==> src/shared/cips_pkg.sv <==
// Constants and the routing function shared by the capture input pin select block.
//
// Overview of operation
// - Register one holds capture 2 select in bits 12:8, capture 1 in 4:0.
// - Register two holds capture 8 select in bits 12:8, capture 7 in 4:0.
// - Select codes zero to twenty-five route that numbered remappable pin to the capture input.
// - An all-ones select code holds the capture input at constant low.
package cips_pkg;

  // Bus geometry: byte addresses, one aligned 32-bit word per register.
  localparam int unsigned ADDR_W    = 4;
  localparam int unsigned DATA_W    = 32;
  localparam int unsigned BE_W      = 4;
  localparam logic [3:0]  OFS_SEL12 = 4'h0;
  localparam logic [3:0]  OFS_SEL78 = 4'h4;

  // Select field layout inside each 16-bit register.
  localparam int unsigned SEL_W     = 5;
  localparam int unsigned LO_LSB    = 0;
  localparam int unsigned HI_LSB    = 8;
  localparam int unsigned REG_W     = 16;

  // Pin side and code values.
  localparam int unsigned PIN_N     = 26;
  localparam logic [4:0]  MAX_PIN   = 5'h19;
  localparam logic [4:0]  TIE_LOW   = 5'h1F;
  localparam logic [4:0]  SEL_RST   = 5'h1F;

  // Routes one capture input from its select code.
  function automatic logic route_pin(input logic [4:0] code, input logic [PIN_N-1:0] pins);
    logic res;
    res = 1'b0;
    if (code <= MAX_PIN)
    begin
      res = pins[code];
    end
    return res;
  endfunction : route_pin

endpackage : cips_pkg

==> src/hdl/cips_route_mux.sv <==
// One capture input route: selected pin sampled into a flip-flop.
`timescale 1ns/1ps
module cips_route_mux (
  input  wire logic                       mclk,
  input  wire logic                       rst_n,
  input  wire logic [4:0]                 sel,
  input  wire logic [cips_pkg::PIN_N-1:0] remappable_pin,
  output logic                            capture_in
);

  // Registered so the capture input never glitches while software changes the select.
  always_ff @(posedge mclk or negedge rst_n)
  begin
    if (!rst_n)
    begin
      capture_in <= 1'b0;
    end
    else
    begin
      capture_in <= cips_pkg::route_pin(sel, remappable_pin);
    end
  end

endmodule : cips_route_mux

==> src/hdl/cips_avalon_slave.sv <==
// Avalon-MM handshake for the pin select registers: one wait cycle per access.
`timescale 1ns/1ps
module cips_avalon_slave (
  input  wire logic                         mclk,
  input  wire logic                         rst_n,
  input  wire logic                         avs_read,
  input  wire logic                         avs_write,
  input  wire logic [cips_pkg::DATA_W-1:0]  rd_value,
  output logic                              wr_commit,
  output logic                              avs_waitrequest,
  output logic [cips_pkg::DATA_W-1:0]       avs_readdata
);

  typedef enum logic [1:0] {
    CIPS_IDLE = 2'b01,
    CIPS_ACK  = 2'b10
  } cips_state_type;

  cips_state_type state_ff;
  cips_state_type nxt_state;

  // A request first sees waitrequest high; read data is latched on the same edge that drops waitrequest.
  always_comb
  begin
    nxt_state = state_ff;
    case (state_ff)
      CIPS_IDLE:
      begin
        if (avs_read || avs_write)
        begin
          nxt_state = CIPS_ACK;
        end
      end
      CIPS_ACK:
      begin
        nxt_state = CIPS_IDLE;
      end
      default:
      begin
        nxt_state = CIPS_IDLE;
      end
    endcase
  end

  // State register.
  always_ff @(posedge mclk or negedge rst_n)
  begin
    if (!rst_n)
    begin
      state_ff <= CIPS_IDLE;
    end
    else
    begin
      state_ff <= nxt_state;
    end
  end

  // Waitrequest comes from a flip-flop and is low for exactly the completing cycle.
  always_ff @(posedge mclk or negedge rst_n)
  begin
    if (!rst_n)
    begin
      avs_waitrequest <= 1'b1;
    end
    else
    begin
      avs_waitrequest <= !(state_ff == CIPS_IDLE && (avs_read || avs_write));
    end
  end

  // Read data is captured with the drop of waitrequest and held until the next read.
  always_ff @(posedge mclk or negedge rst_n)
  begin
    if (!rst_n)
    begin
      avs_readdata <= '0;
    end
    else if (state_ff == CIPS_IDLE && avs_read)
    begin
      avs_readdata <= rd_value;
    end
  end

  // The write lands on the same edge at which the master sees waitrequest low.
  assign wr_commit = (state_ff == CIPS_ACK) && avs_write;

endmodule : cips_avalon_slave

==> src/hdl/cips_top.sv <==
// Capture input pin select: two select registers and four routed capture inputs.
//
// Local design decisions: the Avalon-MM register port and the register offsets.
`timescale 1ns/1ps
module cips_top (
  input  wire logic                         mclk,
  input  wire logic                         rst_n,
  input  wire logic [cips_pkg::ADDR_W-1:0]  avs_address,
  input  wire logic                         avs_read,
  input  wire logic                         avs_write,
  input  wire logic [cips_pkg::DATA_W-1:0]  avs_writedata,
  input  wire logic [cips_pkg::BE_W-1:0]    avs_byteenable,
  output logic                              avs_waitrequest,
  output logic [cips_pkg::DATA_W-1:0]       avs_readdata,
  input  wire logic [cips_pkg::PIN_N-1:0]   remappable_pin,
  output logic                              capture_input_one,
  output logic                              capture_input_two,
  output logic                              capture_input_seven,
  output logic                              capture_input_eight
);

  logic [4:0]                   capture1_pin_sel_ff;
  logic [4:0]                   capture2_pin_sel_ff;
  logic [4:0]                   capture7_pin_sel_ff;
  logic [4:0]                   capture8_pin_sel_ff;
  logic [cips_pkg::DATA_W-1:0]  rd_value;
  logic                         wr_commit;
  logic                         wr_sel12;
  logic                         wr_sel78;
  logic [1:0]                   reg_hit;

  // Both readback and the write strobes decode through this one function, so they can
  // never disagree about the register map. Bit 0 names the capture one/two register,
  // and bit 1 names the capture seven/eight register.
  function automatic logic [1:0] decode_reg(input logic [cips_pkg::ADDR_W-1:0] adr);
    logic [1:0] hit;
    hit = 2'h0;
    if (adr == cips_pkg::OFS_SEL12)
    begin
      hit = 2'h1;
    end
    else if (adr == cips_pkg::OFS_SEL78)
    begin
      hit = 2'h2;
    end
    return hit;
  endfunction : decode_reg

  // Register hit for the current bus address.
  assign reg_hit = decode_reg(avs_address);

  // Readback: fields in place, every other bit zero, unmapped addresses read zero.
  always_comb
  begin
    rd_value = '0;
    if (reg_hit[0])
    begin
      rd_value[cips_pkg::LO_LSB +: cips_pkg::SEL_W] = capture1_pin_sel_ff;
      rd_value[cips_pkg::HI_LSB +: cips_pkg::SEL_W] = capture2_pin_sel_ff;
    end
    else if (reg_hit[1])
    begin
      rd_value[cips_pkg::LO_LSB +: cips_pkg::SEL_W] = capture7_pin_sel_ff;
      rd_value[cips_pkg::HI_LSB +: cips_pkg::SEL_W] = capture8_pin_sel_ff;
    end
  end

  assign wr_sel12 = wr_commit && reg_hit[0];
  assign wr_sel78 = wr_commit && reg_hit[1];

  cips_avalon_slave u_bus (
    .mclk            (mclk),
    .rst_n           (rst_n),
    .avs_read        (avs_read),
    .avs_write       (avs_write),
    .rd_value        (rd_value),
    .wr_commit       (wr_commit),
    .avs_waitrequest (avs_waitrequest),
    .avs_readdata    (avs_readdata)
  );

  // Capture 1 and 2 selects; lane 0 carries the low field, lane 1 the high one.
  always_ff @(posedge mclk or negedge rst_n)
  begin
    if (!rst_n)
    begin
      capture1_pin_sel_ff <= cips_pkg::SEL_RST;
      capture2_pin_sel_ff <= cips_pkg::SEL_RST;
    end
    else if (wr_sel12)
    begin
      if (avs_byteenable[0])
      begin
        capture1_pin_sel_ff <= avs_writedata[cips_pkg::LO_LSB +: cips_pkg::SEL_W];
      end
      if (avs_byteenable[1])
      begin
        capture2_pin_sel_ff <= avs_writedata[cips_pkg::HI_LSB +: cips_pkg::SEL_W];
      end
    end
  end

  // Capture 7 and 8 selects; bits outside the fields are dropped, never stored.
  always_ff @(posedge mclk or negedge rst_n)
  begin
    if (!rst_n)
    begin
      capture7_pin_sel_ff <= cips_pkg::SEL_RST;
      capture8_pin_sel_ff <= cips_pkg::SEL_RST;
    end
    else if (wr_sel78)
    begin
      if (avs_byteenable[0])
      begin
        capture7_pin_sel_ff <= avs_writedata[cips_pkg::LO_LSB +: cips_pkg::SEL_W];
      end
      if (avs_byteenable[1])
      begin
        capture8_pin_sel_ff <= avs_writedata[cips_pkg::HI_LSB +: cips_pkg::SEL_W];
      end
    end
  end

  // Four identical routes, one per capture input.
  cips_route_mux u_rt1 (
    .mclk           (mclk),
    .rst_n          (rst_n),
    .sel            (capture1_pin_sel_ff),
    .remappable_pin (remappable_pin),
    .capture_in     (capture_input_one)
  );

  cips_route_mux u_rt2 (
    .mclk           (mclk),
    .rst_n          (rst_n),
    .sel            (capture2_pin_sel_ff),
    .remappable_pin (remappable_pin),
    .capture_in     (capture_input_two)
  );

  cips_route_mux u_rt7 (
    .mclk           (mclk),
    .rst_n          (rst_n),
    .sel            (capture7_pin_sel_ff),
    .remappable_pin (remappable_pin),
    .capture_in     (capture_input_seven)
  );

  cips_route_mux u_rt8 (
    .mclk           (mclk),
    .rst_n          (rst_n),
    .sel            (capture8_pin_sel_ff),
    .remappable_pin (remappable_pin),
    .capture_in     (capture_input_eight)
  );

endmodule : cips_top

==> config.mk <==
export PLATFORM = sky130hd
export DESIGN_NAME = cips_top
export DESIGN_NICKNAME = d
export VERILOG_FILES = /design/src/shared/cips_pkg.sv /design/src/hdl/cips_route_mux.sv /design/src/hdl/cips_avalon_slave.sv /design/src/hdl/cips_top.sv
export SDC_FILE = /design/constraint.sdc
export NUM_CORES = 1
export LEC_CHECK = 0
export CAP_MARGIN = 5
export CORE_UTILIZATION = 50
export CTS_BUF_LIST = sky130_fd_sc_hd__clkbuf_2 sky130_fd_sc_hd__clkbuf_4 sky130_fd_sc_hd__clkbuf_8
export DETAILED_ROUTE_END_ITERATION = 8
export DONT_BUFFER_PORTS = 1
export GPL_ROUTABILITY_DRIVEN = 0
export PLACE_DENSITY = 0.7
export SYNTH_ARGS = -nofsm -noshare
export SYNTH_HDL_FRONTEND = slang
export SYNTH_SLANG_ARGS = --single-unit
==> constraint.sdc <==
create_clock -name mclk -period 1.7 [get_ports mclk]
set_input_delay 0.085 -clock mclk [delete_from_list [all_inputs] [get_ports mclk]]
set_output_delay 0.085 -clock mclk [all_outputs]
set_load 0.02 [all_outputs]
==> results_dict.tcl <==
set metrics [dict create \
    outcome "complete, but fails checks" \
    violations "setup timing" \
    drcViolationCount 0 \
    post-place-cells 282 \
    leakage_uw 0.00110 \
    wirelength_um 6180 \
    area_growth_pct 13.5 \
    instances_no_fill 311 \
    clock_latency_ps 290 \
    fin_nets 313 \
    holdPathStages 4 \
    wl_per_cell_um 19.9 \
    drv_slew 0 \
    initial_utilization_pct 53.1 \
    crit_type "flop to flop" \
    globalRoute.totalOverflow 0 \
    port_buffers 0 \
    start_kind "flop" \
    peakVddDrop_v 0.000500 \
    reg2reg_depth 4 \
    dr.pass1.iters 4 \
    period_share_pct 110 \
    clk_pin_slew_ps 80 \
    grt_max_degree 38 \
    powerDensity_nw_per_um2 954 \
    period_minus_slack_ps 1880 \
    root_buffer "clkbuf_8" \
    antenna_cells 0 \
    ys_ff_latch 37 \
    antenna_found_initial 0 \
    grtUsageTotal_pct 23.9 \
    dieHeight_um 73.8 \
    vias_per_cell 5.99 \
    drive_above_1_share_pct 39.3 \
    yosysWarnings 0 \
    synth_ff_type "dfstp_2" \
    ios 107 \
    die_w_um 73.8 \
    dieArea_um2 5440 \
    finalSetupViolCount 2 \
    finalWorstSetupSlack_ps -177 \
    clock_skew_ps 6.70 \
    relSlewSlack_pct 64.0 \
    path_max_fanout 8 \
    tightestPinTransition_ps 539 \
    place_hpwl_um 4400 \
    drtIter0Drc 100 \
    detail-route-antenna-nets 0 \
    cts_tree "done" \
    cp-end-kind "flop" \
    clk_path_buf_depth 2 \
    max_freq_mhz 533 \
    synth-edff-count 0 \
    cp.required_ps 1870 \
    rsz0062_at_grt "yes" \
    ys_types 37 \
    place_ws_ps -170 \
    max-cap-violations 0 \
    core_um2 4850 \
    vias 1864 \
    syn_area_per_cell_um2 11.5 \
    ys_seq_area_share_pct 37.0 \
    cts.sinks 37 \
    hold_violations 0 \
    async_flop_share_pct 100 \
    htree_levels 2 \
    grt_first_pass_wirelength_um 9380 \
    synth_area_um2 2570 \
    arrival_ps 2050 \
    synthCells 224 \
    grt_pass1_vias 1785 \
    cts_buffers 5 \
    whs_ps 125 \
    hp-class "input port to flop" \
    rows 25 \
]
==> registers in the layout, summed over array words and instances, names as in the netlist <==
register	flops
u_bus.state_ff	2
u_rt1.capture_in	1
u_rt7.capture_in	1
capture7_pin_sel_ff	5
u_bus.avs_waitrequest	1
capture8_pin_sel_ff	5
u_bus.avs_readdata	10
capture1_pin_sel_ff	5
capture2_pin_sel_ff	5
u_rt8.capture_in	1
u_rt2.capture_in	1
==> per-layer routing <==
metal,global-route usage [%],routed length (um),vias to the layer above
met2,36.0,2930,91
met4,9.40,89,0
met3,6.72,486,8
met1,32.4,2670,921
met5,0,0,-
li1,-,-,844
==> per-stage QoR <==
| step | util (%) | instance area, um2 | total power (uW) | setup TNS (ps) |
|---|---|---|---|---|
| after floorplan | - | 2650 | 1790 | -91.9 |
| after global placement | 52.7 | 2560 | 1850 | -164 |
| after detailed placement | 52.7 | 2560 | 1870 | -196 |
| after CTS | 59.0 | 2860 | 2760 | -182 |
| after global routing | 60.3 | 2920 | 2930 | -348 |
| final | 60.3 | 2920 | 2790 | -192 |
==> cells in the mapped netlist (3+ instances only) <==
master	count	area (um2)
o21ai_0	12	60.1
clkbuf_1	11	41.3
a311oi_1	3	26.3
buf_4	23	173
mux2i_1	13	130
buf_2	3	15.0
mux2_2	24	270
nand2_1	15	56.3
mux4_1	4	105
and3_1	5	31.3
inv_1	5	18.8
dfrtp_1	15	375
a22oi_1	10	75.1
mux4_2	15	338
dfstp_2	22	578
nor2_1	7	26.3
nand3_1	4	20.0
nand3b_1	4	30.0
nand4_1	6	37.5
==> area by class of cell <==
| cell class | instances | area (um2) |
|---|---|---|
| clock buffer | 7 | 90.1 |
| tap | 67 | 83.8 |
| sequential | 37 | 953 |
| timing repair buffer | 32 | 295 |
| multi-input combinational | 162 | 1450 |
| inverter | 5 | 18.8 |
| clock inverter | 1 | 30.0 |
| fill | 414 | 1930 |
==> timing repair <==
action | 4_1_cts | 5_1_grt
hold buffers | 15 | 0
pin swaps | 0 | 2
endpoints found under the hold margin | 60 | 0
gates resized for setup | 1 | 7
setup endpoints to repair | 3 | 4
setup buffers | 3 | 3
==> critical path: stages (launching register included) <==
cell and delay, ps:
dfstp_2 660, mux4_2 520, mux2i_1 150, nor3b_1 60
or3_1 360
==> kinds of logic (layout without fill, tap and decap cells) <==
kind of cell | count (synthesis) | in the layout | share of synthesized area [%]
buffers and inverters | 46 | 45 | 10.8
DFF | 37 | 37 | 37.0
AOI/OAI and AO/OA | 34 | 34 | 9.04
and+or+nand+nor | 50 | 50 | 10.3
other | 1 | 22 | 0.146
muxes | 56 | 56 | 32.7
==> cell usage in the layout (no fill, tap or decap), drive strengths merged <==
| master | netlist | final |
|---|---|---|
| mux2 | 24 | 24 |
| conb | 1 | 22 |
| dfstp | 22 | 22 |
| mux4 | 19 | 19 |
| buf | 28 | 18 |
| nand2 | 15 | 15 |
| dfrtp | 15 | 15 |
| dlygate4sd3 | 0 | 14 |
| mux2i | 13 | 13 |
| o21ai | 12 | 12 |
| a22oi | 10 | 10 |
| nor2 | 7 | 7 |
| clkbuf | 12 | 7 |
| nand4 | 6 | 6 |
| inv | 5 | 5 |
| and3 | 5 | 5 |
| nand3b | 4 | 4 |
| nand3 | 4 | 4 |
| a311oi | 3 | 3 |
| nor2b | 2 | 2 |
| or3 | 2 | 2 |
| a31oi | 2 | 2 |
| a221oi | 2 | 2 |
| o41ai | 2 | 2 |
| nand2b | 1 | 1 |
| o2111ai | 1 | 1 |
| o31ai | 1 | 1 |
| nand4b | 1 | 1 |
| nor3b | 1 | 1 |
| o211ai | 1 | 1 |
| nor4 | 1 | 1 |
| nor4b | 1 | 1 |
| bufinv | 0 | 1 |
==> report_power, final <==
group,total [uW],switching [uW],internal [uW]
logic,681,306,375
registers,1300,226,1070
clock network,807,312,494
total,2790,844,1940
==> final timing paths <==
check                           slack [ps]                    from                     end
worst max-delay path                  -180  capture2_pin_sel_ff[0]        u_rt2.capture_in
worst min-delay path                   130       remappable_pin[8]        u_rt7.capture_in
worst min register to register         550       u_bus.state_ff[1]   u_bus.avs_waitrequest
max in group asynchronous             1160                   rst_n  capture7_pin_sel_ff[3]
worst max register to register        -180  capture2_pin_sel_ff[0]        u_rt2.capture_in
min in group asynchronous              290                   rst_n        u_rt2.capture_in
(Power assumes the default switching activity.)
